## src/irq_pin_defines.svh

```systemverilog
// Register indices, field positions and reset values of the interrupt pin block.
// Assumes APB with 32-bit data; byte address is four times each index.
`ifndef IRQ_PIN_DEFINES_SVH
`define IRQ_PIN_DEFINES_SVH

// Register indices (byte address = index * 4)
`define IDX_ERR_MASK 8'h52
`define IDX_PIN_A_CFG 8'h53
`define IDX_PIN_B_CFG 8'h54
`define IDX_HOLD_MODE 8'h55
`define IDX_ROUTE 8'h58
`define IDX_ERR_STATUS 8'h60
`define IDX_EVT_STATUS 8'h61
`define IDX_EVT_MASK 8'h62

// Reset values
`define RST_ERR_MASK 8'h00
`define RST_PIN_CFG 8'h00
`define RST_HOLD_MODE 8'h00
`define RST_ROUTE 8'h00
`define RST_EVT 3'h0

// Writable bits of each register
`define ERR_SRC_VALID 8'hDF
`define PIN_CFG_VALID 8'h1E
`define HOLD_MODE_VALID 8'h01
`define ROUTE_VALID 8'h88

// Field positions
`define BIT_FATAL 0
`define BIT_FIFO 6
`define BIT_AUX 7
`define BIT_ROUTE_A 3
`define BIT_ROUTE_B 7
`define BIT_HOLD 0
`define EVT_ERR 0
`define EVT_PIN_A 1
`define EVT_PIN_B 2

`endif

```

## src/irq_pin_pkg.sv

```systemverilog
// Types shared by the interrupt pin block and its pin driver.
// Assumes the defines header supplies all numeric constants.
package irq_pin_pkg;

  // Electrical configuration of one interrupt pin
  typedef struct packed {
    logic [2:0] rsvd_hi;
    logic in_en;
    logic out_en;
    logic drain_only_drive;
    logic active_high;
    logic rsvd_lo;
  } pin_cfg_t;

  // Two-signal drive view (out, oe) of one two-way pin
  typedef struct packed {
    logic out;
    logic oe;
  } pin_drive_t;

endpackage

```

## src/irq_pin_driver.sv

```systemverilog
// Output stage and input path of one interrupt pin.
// Assumes pin input is synchronous to clk; the wire level is resolved outside.
`timescale 1ns/10ps
`include "irq_pin_defines.svh"

module irq_pin_driver
  import irq_pin_pkg::*;
(
  // Clock and reset
  input wire logic clk,
  input wire logic rst,
  // Control
  input wire logic asserted,
  input pin_cfg_t cfg,
  // Pin
  input wire logic pin_in,
  output pin_drive_t drive,
  output logic in_level
);

  logic level_next;

  // Polarity: active high passes the request, active low inverts it
  assign level_next = cfg.active_high ? asserted : ~asserted;

  ////////////////////////////////////////////////////////////////////////////
  // drive style select
  // Open drain only ever pulls low, so a high level releases the pin
  always_ff @(posedge clk or posedge rst) begin
    if (rst) begin
      drive <= '0;
    end else begin
      drive.out <= cfg.drain_only_drive ? 1'b0 : level_next;
      drive.oe <= cfg.out_en & (cfg.drain_only_drive ? ~level_next : 1'b1);
    end
  end

  always_ff @(posedge clk or posedge rst) begin
    if (rst) begin
      in_level <= 1'b0;
    end else begin
      in_level <= cfg.in_en & pin_in;
    end
  end

endmodule

```

## src/irq_pin_output_control.sv

```systemverilog
// Error interrupt masking, latch mode and electrical control of two
// interrupt pins, with an APB register slave and a level interrupt.
// Assumes err_src and pin inputs are synchronous to clk; pins resolved outside.
`timescale 1ns/10ps
`include "irq_pin_defines.svh"

module irq_pin_output_control
  import irq_pin_pkg::*;
#(
  parameter int ADDR_W = 12
) (
  // Clock and reset
  input wire logic clk,
  input wire logic rst,
  // APB slave
  input wire logic psel,
  input wire logic penable,
  input wire logic pwrite,
  input wire logic [ADDR_W-1:0] paddr,
  input wire logic [31:0] pwdata,
  input wire logic [3:0] pstrb,
  output logic [31:0] prdata,
  output logic pready,
  output logic pslverr,
  // Internal error sources
  input wire logic [7:0] err_src,
  // Pin a
  input wire logic irq_pin_a_in,
  output logic irq_pin_a_out,
  output logic irq_pin_a_oe,
  // Pin b
  input wire logic irq_pin_b_in,
  output logic irq_pin_b_out,
  output logic irq_pin_b_oe,
  // Interrupt to the local processor
  output logic irq
);

  logic [7:0] err_mask_reg;
  pin_cfg_t pin_a_cfg_reg;
  pin_cfg_t pin_b_cfg_reg;
  logic [7:0] hold_mode_reg;
  logic [7:0] route_reg;
  logic [2:0] evt_status_reg;
  logic [2:0] evt_mask_reg;
  logic err_irq_reg;
  logic err_irq_prev_reg;
  logic pin_a_seen_prev_reg;
  logic pin_b_seen_prev_reg;
  logic [31:0] prdata_next;
  logic hit;
  logic [7:0] idx;
  logic access_done;
  logic wr_en;
  logic rd_status;
  logic masked_err;
  logic latch_mode;
  logic [2:0] evt_set;
  logic pin_a_seen;
  logic pin_b_seen;
  pin_drive_t pin_a_drive;
  pin_drive_t pin_b_drive;

  ////////////////////////////////////////////////////////////////////////////
  // APB decode
  assign idx = paddr[9:2];
  assign access_done = psel & penable & pready;
  assign wr_en = access_done & pwrite & pstrb[0] & hit;
  assign rd_status = access_done & ~pwrite & (idx == `IDX_ERR_STATUS);

  // Address hit and read mux; upper address bits must be zero
  always_comb begin
    hit = (paddr[ADDR_W-1:10] == '0);
    prdata_next = 32'h0000_0000;
    case (idx)
      `IDX_ERR_MASK: prdata_next[7:0] = err_mask_reg;
      `IDX_PIN_A_CFG: prdata_next[7:0] = pin_a_cfg_reg;
      `IDX_PIN_B_CFG: prdata_next[7:0] = pin_b_cfg_reg;
      `IDX_HOLD_MODE: prdata_next[7:0] = hold_mode_reg;
      `IDX_ROUTE: prdata_next[7:0] = route_reg;
      `IDX_ERR_STATUS: prdata_next[2:0] = {pin_b_seen, pin_a_seen, err_irq_reg};
      `IDX_EVT_STATUS: prdata_next[2:0] = evt_status_reg;
      `IDX_EVT_MASK: prdata_next[2:0] = evt_mask_reg;
      default: hit = 1'b0;
    endcase
  end

  // One wait-free answer: ready rises in the cycle after setup
  always_ff @(posedge clk or posedge rst) begin
    if (rst) begin
      pready <= 1'b0;
      pslverr <= 1'b0;
      prdata <= 32'h0000_0000;
    end else begin
      pready <= psel & ~penable & ~pready;
      pslverr <= psel & ~penable & ~pready & ~hit;
      if (psel & ~penable & ~pready) begin
        prdata <= (hit & ~pwrite) ? prdata_next : 32'h0000_0000;
      end
    end
  end

  ////////////////////////////////////////////////////////////////////////////
  // Configuration registers; reserved bits are dropped on write
  always_ff @(posedge clk or posedge rst) begin
    if (rst) begin
      err_mask_reg <= `RST_ERR_MASK;
      pin_a_cfg_reg <= `RST_PIN_CFG;
      pin_b_cfg_reg <= `RST_PIN_CFG;
      hold_mode_reg <= `RST_HOLD_MODE;
      route_reg <= `RST_ROUTE;
      evt_mask_reg <= `RST_EVT;
    end else if (wr_en) begin
      case (idx)
        `IDX_ERR_MASK: err_mask_reg <= pwdata[7:0] & `ERR_SRC_VALID;
        `IDX_PIN_A_CFG: pin_a_cfg_reg <= pin_cfg_t'(pwdata[7:0] & `PIN_CFG_VALID);
        `IDX_PIN_B_CFG: pin_b_cfg_reg <= pin_cfg_t'(pwdata[7:0] & `PIN_CFG_VALID);
        `IDX_HOLD_MODE: hold_mode_reg <= pwdata[7:0] & `HOLD_MODE_VALID;
        `IDX_ROUTE: route_reg <= pwdata[7:0] & `ROUTE_VALID;
        `IDX_EVT_MASK: evt_mask_reg <= pwdata[2:0];
        default: evt_mask_reg <= evt_mask_reg;
      endcase
    end
  end

  ////////////////////////////////////////////////////////////////////////////
  // masked error reduction
  // per-source gating
  // Bit 5 has no source; the valid mask keeps it out
  assign masked_err = |(err_src & err_mask_reg & `ERR_SRC_VALID);

  assign latch_mode = hold_mode_reg[`BIT_HOLD];

  // latch until status read
  // A new error in the clearing cycle wins over the read
  always_ff @(posedge clk or posedge rst) begin
    if (rst) begin
      err_irq_reg <= 1'b0;
    end else if (latch_mode) begin
      err_irq_reg <= masked_err | (err_irq_reg & ~rd_status);
    end else begin
      err_irq_reg <= masked_err;
    end
  end

  ////////////////////////////////////////////////////////////////////////////
  // pin a stage
  // routing bit 3 to pin a
  irq_pin_driver pin_a_stage (
    .clk(clk),
    .rst(rst),
    .asserted(err_irq_reg & route_reg[`BIT_ROUTE_A]),
    .cfg(pin_a_cfg_reg),
    .pin_in(irq_pin_a_in),
    .drive(pin_a_drive),
    .in_level(pin_a_seen)
  );

  // routing bit 7 to pin b
  irq_pin_driver pin_b_stage (
    .clk(clk),
    .rst(rst),
    .asserted(err_irq_reg & route_reg[`BIT_ROUTE_B]),
    .cfg(pin_b_cfg_reg),
    .pin_in(irq_pin_b_in),
    .drive(pin_b_drive),
    .in_level(pin_b_seen)
  );

  assign irq_pin_a_out = pin_a_drive.out;
  assign irq_pin_a_oe = pin_a_drive.oe;
  assign irq_pin_b_out = pin_b_drive.out;
  assign irq_pin_b_oe = pin_b_drive.oe;

  ////////////////////////////////////////////////////////////////////////////
  // Rising-edge detectors for the event status
  always_ff @(posedge clk or posedge rst) begin
    if (rst) begin
      err_irq_prev_reg <= 1'b0;
      pin_a_seen_prev_reg <= 1'b0;
      pin_b_seen_prev_reg <= 1'b0;
    end else begin
      err_irq_prev_reg <= err_irq_reg;
      pin_a_seen_prev_reg <= pin_a_seen;
      pin_b_seen_prev_reg <= pin_b_seen;
    end
  end

  assign evt_set[`EVT_ERR] = err_irq_reg & ~err_irq_prev_reg;
  assign evt_set[`EVT_PIN_A] = pin_a_seen & ~pin_a_seen_prev_reg;
  assign evt_set[`EVT_PIN_B] = pin_b_seen & ~pin_b_seen_prev_reg;

  // Sticky status, write one to clear; a set in the same cycle wins
  always_ff @(posedge clk or posedge rst) begin
    if (rst) begin
      evt_status_reg <= `RST_EVT;
    end else if (wr_en && idx == `IDX_EVT_STATUS) begin
      evt_status_reg <= (evt_status_reg & ~pwdata[2:0]) | evt_set;
    end else begin
      evt_status_reg <= evt_status_reg | evt_set;
    end
  end

  // Level interrupt from the registered status, this cycle's event sets and the mask
  always_ff @(posedge clk or posedge rst) begin
    if (rst) begin
      irq <= 1'b0;
    end else begin
      irq <= |((evt_status_reg | evt_set) & evt_mask_reg);
    end
  end
endmodule

```

## config.mk

```make
export PLATFORM = sky130hd
export DESIGN_NAME = irq_pin_output_control
export DESIGN_NICKNAME = d
export VERILOG_FILES = /design/src/irq_pin_pkg.sv /design/src/irq_pin_driver.sv /design/src/irq_pin_output_control.sv
export VERILOG_INCLUDE_DIRS = /design/src
export SDC_FILE = /design/constraint.sdc
export NUM_CORES = 1
export LEC_CHECK = 0
export BUFFER_PORTS_ARGS = -buffer_cell sky130_fd_sc_hd__buf_2
export CAP_MARGIN = 20
export CORE_UTILIZATION = 47
export DETAILED_ROUTE_END_ITERATION = 8
export PLACE_DENSITY_LB_ADDON = 0.3
export SETUP_SLACK_MARGIN = 0.5
export SLEW_MARGIN = 20
export SYNTH_ARGS = -nofsm -noshare
export SYNTH_HDL_FRONTEND = slang
export SYNTH_SLANG_ARGS = --single-unit
```

## constraint.sdc

```tcl
create_clock -name clk -period 2.25 [get_ports clk]
set_clock_uncertainty 0.05 [all_clocks]
set_input_delay 0 -clock clk [delete_from_list [all_inputs] [get_ports clk]]
set_output_delay 0 -clock clk [all_outputs]
set_load 0.02 [all_outputs]
```

# ---- Yosys cells after proc, flatten, opt, wreduce, memory -nomap -nowiden
# Cells that the tools add are included.
dict set report totals {
  ff_bits 69
  inputBits 63
  out_inout_bits 39
  wordCells 98
}
dict set report op_classes {
  eq_ne 8
  muxes 12
  bitwise 40
  n_reduce_logical 11
}
# cell n
set ops {}
lappend ops {{$eq 8x7->1 const B} 8}
lappend ops {{$and 1x1->1} 21}
lappend ops {{$pmux 3 s7} 1}
lappend ops {{$pmux 5 s4} 1}
lappend ops {{$not 1->1} 12}
lappend ops {{$reduce_and 2->1} 6}
lappend ops {{$and 8x8->8} 1}
lappend ops {{$mux 1} 8}
lappend ops {{$mux 8} 1}
lappend ops {{$reduce_or 8->1} 1}
lappend ops {{$reduce_or 7->1} 1}
lappend ops {{$and 3x3->3} 2}
lappend ops {{$or 3x3->3} 2}
lappend ops {{$mux 3} 1}
lappend ops {{$not 3->3} 1}
lappend ops {{$reduce_or 3->1} 1}
lappend ops {{$logic_not 2->1} 1}
lappend ops {{$logic_and 1x1->1} 1}
lappend ops {{$or 1x1->1} 1}

# ---- Logic depth before layout (Yosys ltp)
dict set report logic_depth {
  word_depth 8
  ltp_mapped 6
}

# ---- Modules after synthesis
# From an unflattened synthesis, not the netlist that was laid out.
dict set report hier_totals {
  cells_unflattened 211
  area_unflattened_um2 2352.3
}
# module n_inst cells_per_inst area_each_um2 seq_area_each_um2
set modules_own_cells {}
lappend modules_own_cells {irq_pin_output_control 1 193 2134.5 950.9}
lappend modules_own_cells {irq_pin_driver 2 9 108.9 75.1}

# ---- Worst setup path before layout
# No wires, ideal clock.
dict set report synth_path {
  path_kind {flip-flop to flip-flop}
  start {register pready}
  end {register prdata[3]}
  arrival_time_ns 1.794
  required_time_ns 2.104
  setup_slack_ns 0.311
  stages_incl_launch_ff 6
  path_buffers 1
  path_cell_list {dfrtp_1 -> or3b_2 -> buf_2 -> nor4_1 -> o211ai_1 -> o31ai_1}
}
dict set report synth_between {
  elab_chain_cells 2
}
# item line
set synth_rtl {}
lappend synth_rtl {{start, declared} irq_pin_output_control.sv:23} ;# output logic pready,
lappend synth_rtl {{start signal, assigned} irq_pin_output_control.sv:95} ;# pready <= psel & ~penable & ~pready;
lappend synth_rtl {{$not 1->1} irq_pin_output_control.sv:97} ;# if (psel & ~penable & ~pready) begin
lappend synth_rtl {{$and 1x1->1} irq_pin_output_control.sv:97}
lappend synth_rtl {{end signal, assigned} irq_pin_output_control.sv:98} ;# prdata <= (hit & ~pwrite) ? prdata_next : 32'h0000_0000;
lappend synth_rtl {{end, declared} irq_pin_output_control.sv:22} ;# output logic [31:0] prdata,
# No other way between the ends.
# A chain may end at the register's enable or synchronous reset.

# ---- Worst setup path in the final report
dict set report layout_path {
  start {register err_mask_reg[6]}
  end {register err_irq_reg}
}
dict set report layout_between {
  elab_chain_cells 4
}
# item line
set layout_rtl {}
lappend layout_rtl {{start, declared} irq_pin_output_control.sv:39} ;# logic [7:0] err_mask_reg;
lappend layout_rtl {{start signal, assigned} irq_pin_output_control.sv:107} ;# err_mask_reg <= `RST_ERR_MASK;
lappend layout_rtl {{start signal, assigned} irq_pin_output_control.sv:115} ;# `IDX_ERR_MASK: err_mask_reg <= pwdata[7:0] & `ERR_SRC_VALID;
lappend layout_rtl {{$and 8x8->8 *} irq_pin_output_control.sv:130} ;# assign masked_err = |(err_src & err_mask_reg & `ERR_SRC_VALID);
lappend layout_rtl {{$reduce_or 7->1 *} irq_pin_output_control.sv:130}
lappend layout_rtl {{$or 1x1->1} irq_pin_output_control.sv:140} ;# err_irq_reg <= masked_err | (err_irq_reg & ~rd_status);
lappend layout_rtl {{$mux 1 *} irq_pin_output_control.sv:139} ;# end else if (latch_mode) begin
lappend layout_rtl {{end signal, assigned} irq_pin_output_control.sv:140}
lappend layout_rtl {{end signal, assigned} irq_pin_output_control.sv:142} ;# err_irq_reg <= masked_err;
lappend layout_rtl {{end, declared} irq_pin_output_control.sv:46} ;# logic err_irq_reg;
# Every way passes the cells marked *; elsewhere a longest branch is shown, timed or not.

==> reports/qor.csv <==
stage;metric;value;unit
worst_setup_path;critical_register_to_register_path_endpoint;err_irq_reg$_DFF_PP0_;
sta;slew-limit-headroom;0.638;
logic_synthesis;yosys.area.top_type_share;0.471;
clock_network;clock_tree.root_cell;clkbuf_8;
drt;post-route-drc-count;0;
logic_synthesis;synth_most_common_cell;dfrtp_1;
grt;grt_pass1_wl;8790;µm
floorplanning;site_rows;25;
hold_path;hold_path.class;in2reg;
grt;grt_max_degree;45;
worst_setup_path;timing.critical_path.arrival;1.82;ns
worst_setup_path;startpoint;err_mask_reg[6]$_DFFE_PP0P_;
placed_design;gp_congestion;0.884;
drt;detail-route-antenna-nets;0;
power_and_ir_drop;worst_ir_drop_vdd;0.331;mV
worst_setup_path;cpLargestDelayFamily;buffers and inverters;
floorplanning;die_x;72.5;µm
grt;grt_util_met2;0.346;
clock_network;insertion_delay;0.29;ns
power_and_ir_drop;power.static_leakage;1.43;nW
power_and_ir_drop;power-per-cell-area;497;nW/µm²
run_status;run_status;completed;
clock_network;cts_max_level;2;
logic_synthesis;ys_types;48;
drt;wire_per_inst;14.9;µm
placed_design;post_place_cell_area;2580;µm²
worst_setup_path;timing.critical_path.to_type;flop;
floorplanning;boundary_pin_count;102;
logic_synthesis;ys_seq_area_frac;0.471;
power_and_ir_drop;combPwrFrac;0.124;
placed_design;placement.setup.worst_slack;0.402;ns
grt;gr-usage-all-layers;0.225;
finish;insertedDiodeCount;0;
logic_synthesis;netlist_top_cells_area;dfrtp_1 47%, mux2_2 10%, buf_4 8.0%, nand3_1 3.2%, a21o_1 1.9%;
grt;groute.layer.met1.usage;0.318;
floorplanning;area_of_the_die;5260;µm²
sta;rsz0062_at_grt;yes;
logic_synthesis;synth_instances;220;
worst_setup_path;critical_path_peak_fanout;3;
sta;worstMarginPinSlew;0.543;ns
drt;first_iter_violations;223;
logic_synthesis;synth_enable_flop_cells;0;
placed_design;dp_hpwl;3890;µm
logic_synthesis;synth_area;2340;µm²
power_and_ir_drop;net_switching_power;0.362;mW
grt;globalRouteOverflowTotal;0;
placed_design;placement.io_buffers;45;
grt;top_usage_layer;met2;
worst_setup_path;worstSetupStartpointType;flop;
worst_setup_path;cp.depth;4;
sta;drv_slew;0;
sta;hold_viol_final;0;
sta;post-route-period-util;0.756;
finish;stdcell_area;2870;µm²
finish;fin_nets;353;
drt;via_per_inst;5.22;
power_and_ir_drop;sequential_power_share;0.556;
power_and_ir_drop;cellInternalPower;1.07;mW
clock_network;cts_made_buffers;5;
worst_setup_path;crit_path_cell_trace;a22o_1 > a221oi_1 > dlygate4sd3_1 > nand3_1;
logic_synthesis;synthesized_area_per_cell;10.6;µm²
worst_setup_path;worst_path_largest_cell_delay;0.59;ns
worst_setup_path;timing.critical_path.required;2.37;ns
power_and_ir_drop;swShare;0.253;
floorplanning;dieHeight;72.5;µm
finish;post_route_cells_drive_above_1_share;0.331;
finish;area_growth_syn_to_layout;22.9;%
clock_network;clkSlewWorstSetupHoldPaths;0.08;ns
worst_setup_path;critical_path_buf_inv_count;1;
worst_setup_path;critical_path.reg2reg.startpoint;err_mask_reg[6]$_DFFE_PP0P_;
worst_setup_path;slowest_stage;dlygate4sd3_1;
worst_setup_path;worst-r2r-setup-slack;0.55;ns
drt;detailroute.via_count;1864;
clock_network;cts.sink_count;44;
job;total_of_max_cap_violations;0;
finish;layout.area.seq;1100;µm²
sta;final_setup_violation_count;0;
clock_network;tritoncts_clock_tree;built;
floorplanning;fp.coreArea;4750;µm²
drt;first_pass_iters;4;
worst_setup_path;reg2regPathDepth;4;
worst_setup_path;timing_worst_setup_path_type;reg2reg;
logic_synthesis;synth.top_cells.by_count;44 x dfrtp_1, 25 x buf_4, 21 x mux2_2, 15 x nand3_1, 12 x nor2_1;
grt;grt_util_met3;0.0458;
floorplanning;initial_core_util;0.492;
worst_setup_path;worst_setup_path_endpoint;err_irq_reg$_DFF_PP0_;
logic_synthesis;synth_top_cell_by_area;dfrtp_1;
logic_synthesis;ys_seq_elements;44;
logic_synthesis;synthFlopType;dfrtp_1;
grt;grt_pass1_vias;1739;
power_and_ir_drop;power.clock.fraction;0.320;
finish;multiInputGateArea;1120;µm²
finish;fill_cell_count;420;
drt;drt_wl_total;5320;µm
sta;setup_tns;0;ns
logic_synthesis;synth-async-reset-ratio;1.00;
sta;fmax;588;MHz
logic_synthesis;synthesis.yosys.warnings;0;
clock_network;clock_path_buffers;2;
sta;period_needed;1.70;ns
grt;antenna_found_initial;0;
sta;setup_slack;0.550;ns
-- placed cells by master (no fill, tap or decap), drive strengths merged, types with 3 or more instances in the layout --
cell type	instances
a21o	6
a31oi	4
a32oi	4
and2	3
buf	55
clkbuf	6
conb	25
dfrtp	44
dlygate4sd3	16
inv	7
mux2	24
nand2	10
nand2b	4
nand3	15
nor2	12
nor2b	3
o21ai	8
o22ai	4
xnor2	3
-- cells by family (layout without fill, tap and decap cells) --
logic type | Yosys count | in the layout | share of synthesized area
DFF | 44 | 44 | 0.471
and+or+nand+nor | 66 | 66 | 0.159
AOI/OAI and AO/OA | 40 | 40 | 0.120
buffers and inverters | 40 | 86 | 0.108
muxes | 26 | 26 | 0.129
other | 1 | 25 | 0.00160
xor gates and xnor gates | 3 | 3 | 0.0112
-- repair_timing --
item | CTS | global route
setup buffers | 0 | 4
hold endpoints to repair | 66 | 0
setup endpoints to repair | 6 | 22
resized for setup | 1 | 7
pin swaps | 0 | 4
hold buffers | 16 | 0
-- worst reg2reg max path: cells and delay by family (launching register included) --
family / cells / cell delay [ns]
AND/OR/NAND/NOR: 1 / 0.08
flip-flops: 1 / 0.43
buffers and inverters: 1 / 0.59
AO/OA/AOI/OAI: 2 / 0.43
-- area by class of cell --
class | instances | share of cell area
tap | 67 | 0.0292
multi-input combinational | 160 | 0.390
clock inverter | 1 | 0.00174
timing repair buffer | 71 | 0.160
inverter | 8 | 0.0104
sequential | 44 | 0.384
clock buffer | 6 | 0.0253
-- through the flow --
| step | utilization | total power, mW | hold slack [ns] | cells |
|---|---|---|---|---|
| global route | 0.604 | 1.50 | 0.0683 | 357 |
| floorplan | - | 0.939 | 0.0842 | 244 |
| detailed placement | 0.542 | 0.963 | 0.116 | 330 |
| global placement | 0.542 | 0.961 | 0.113 | 330 |
| CTS | 0.592 | 1.44 | 0.0370 | 353 |
| finish | 0.604 | 1.43 | 0.0499 | 357 |
-- power groups by stage --
stage                     Combinational, mW  Sequential (mW)  Clock [mW]
after floorplan                       0.126            0.814           0
after global placement                0.150            0.811           0
after detailed placement              0.152            0.811           0
after CTS                             0.171            0.795       0.473
after global routing                  0.196            0.796       0.504
final                                 0.177            0.796       0.457
-- how the worst min path moves through the flow --
| stage | startpoint | end | cells past startpoint |
|---|---|---|---|
| after detailed placement | rst | pin_a_cfg_reg[4]$_DFFE_PP0P_ | 3 |
| after floorplan | irq_pin_a_in | pin_a_stage.in_level$_DFF_PP0_ | 1 |
| final | paddr[11] | prdata[0]$_DFFE_PP0P_ | 4 |
| after global placement | rst | err_mask_reg[4]$_DFFE_PP0P_ | 3 |
| after global routing | penable | pready$_DFF_PP0_ | 4 |
| after CTS | penable | pready$_DFF_PP0_ | 3 |
-- layer usage --
metal  vias to the layer above  wire length, µm  part of all wire
met2                        79             2540              0.48
met4                         0               64             0.012
met1                       896             2430              0.46
met5                         -                0                 0
met3                         6              282             0.053
li1                        883                -                 -
Power figures use the tool's default switching activity.
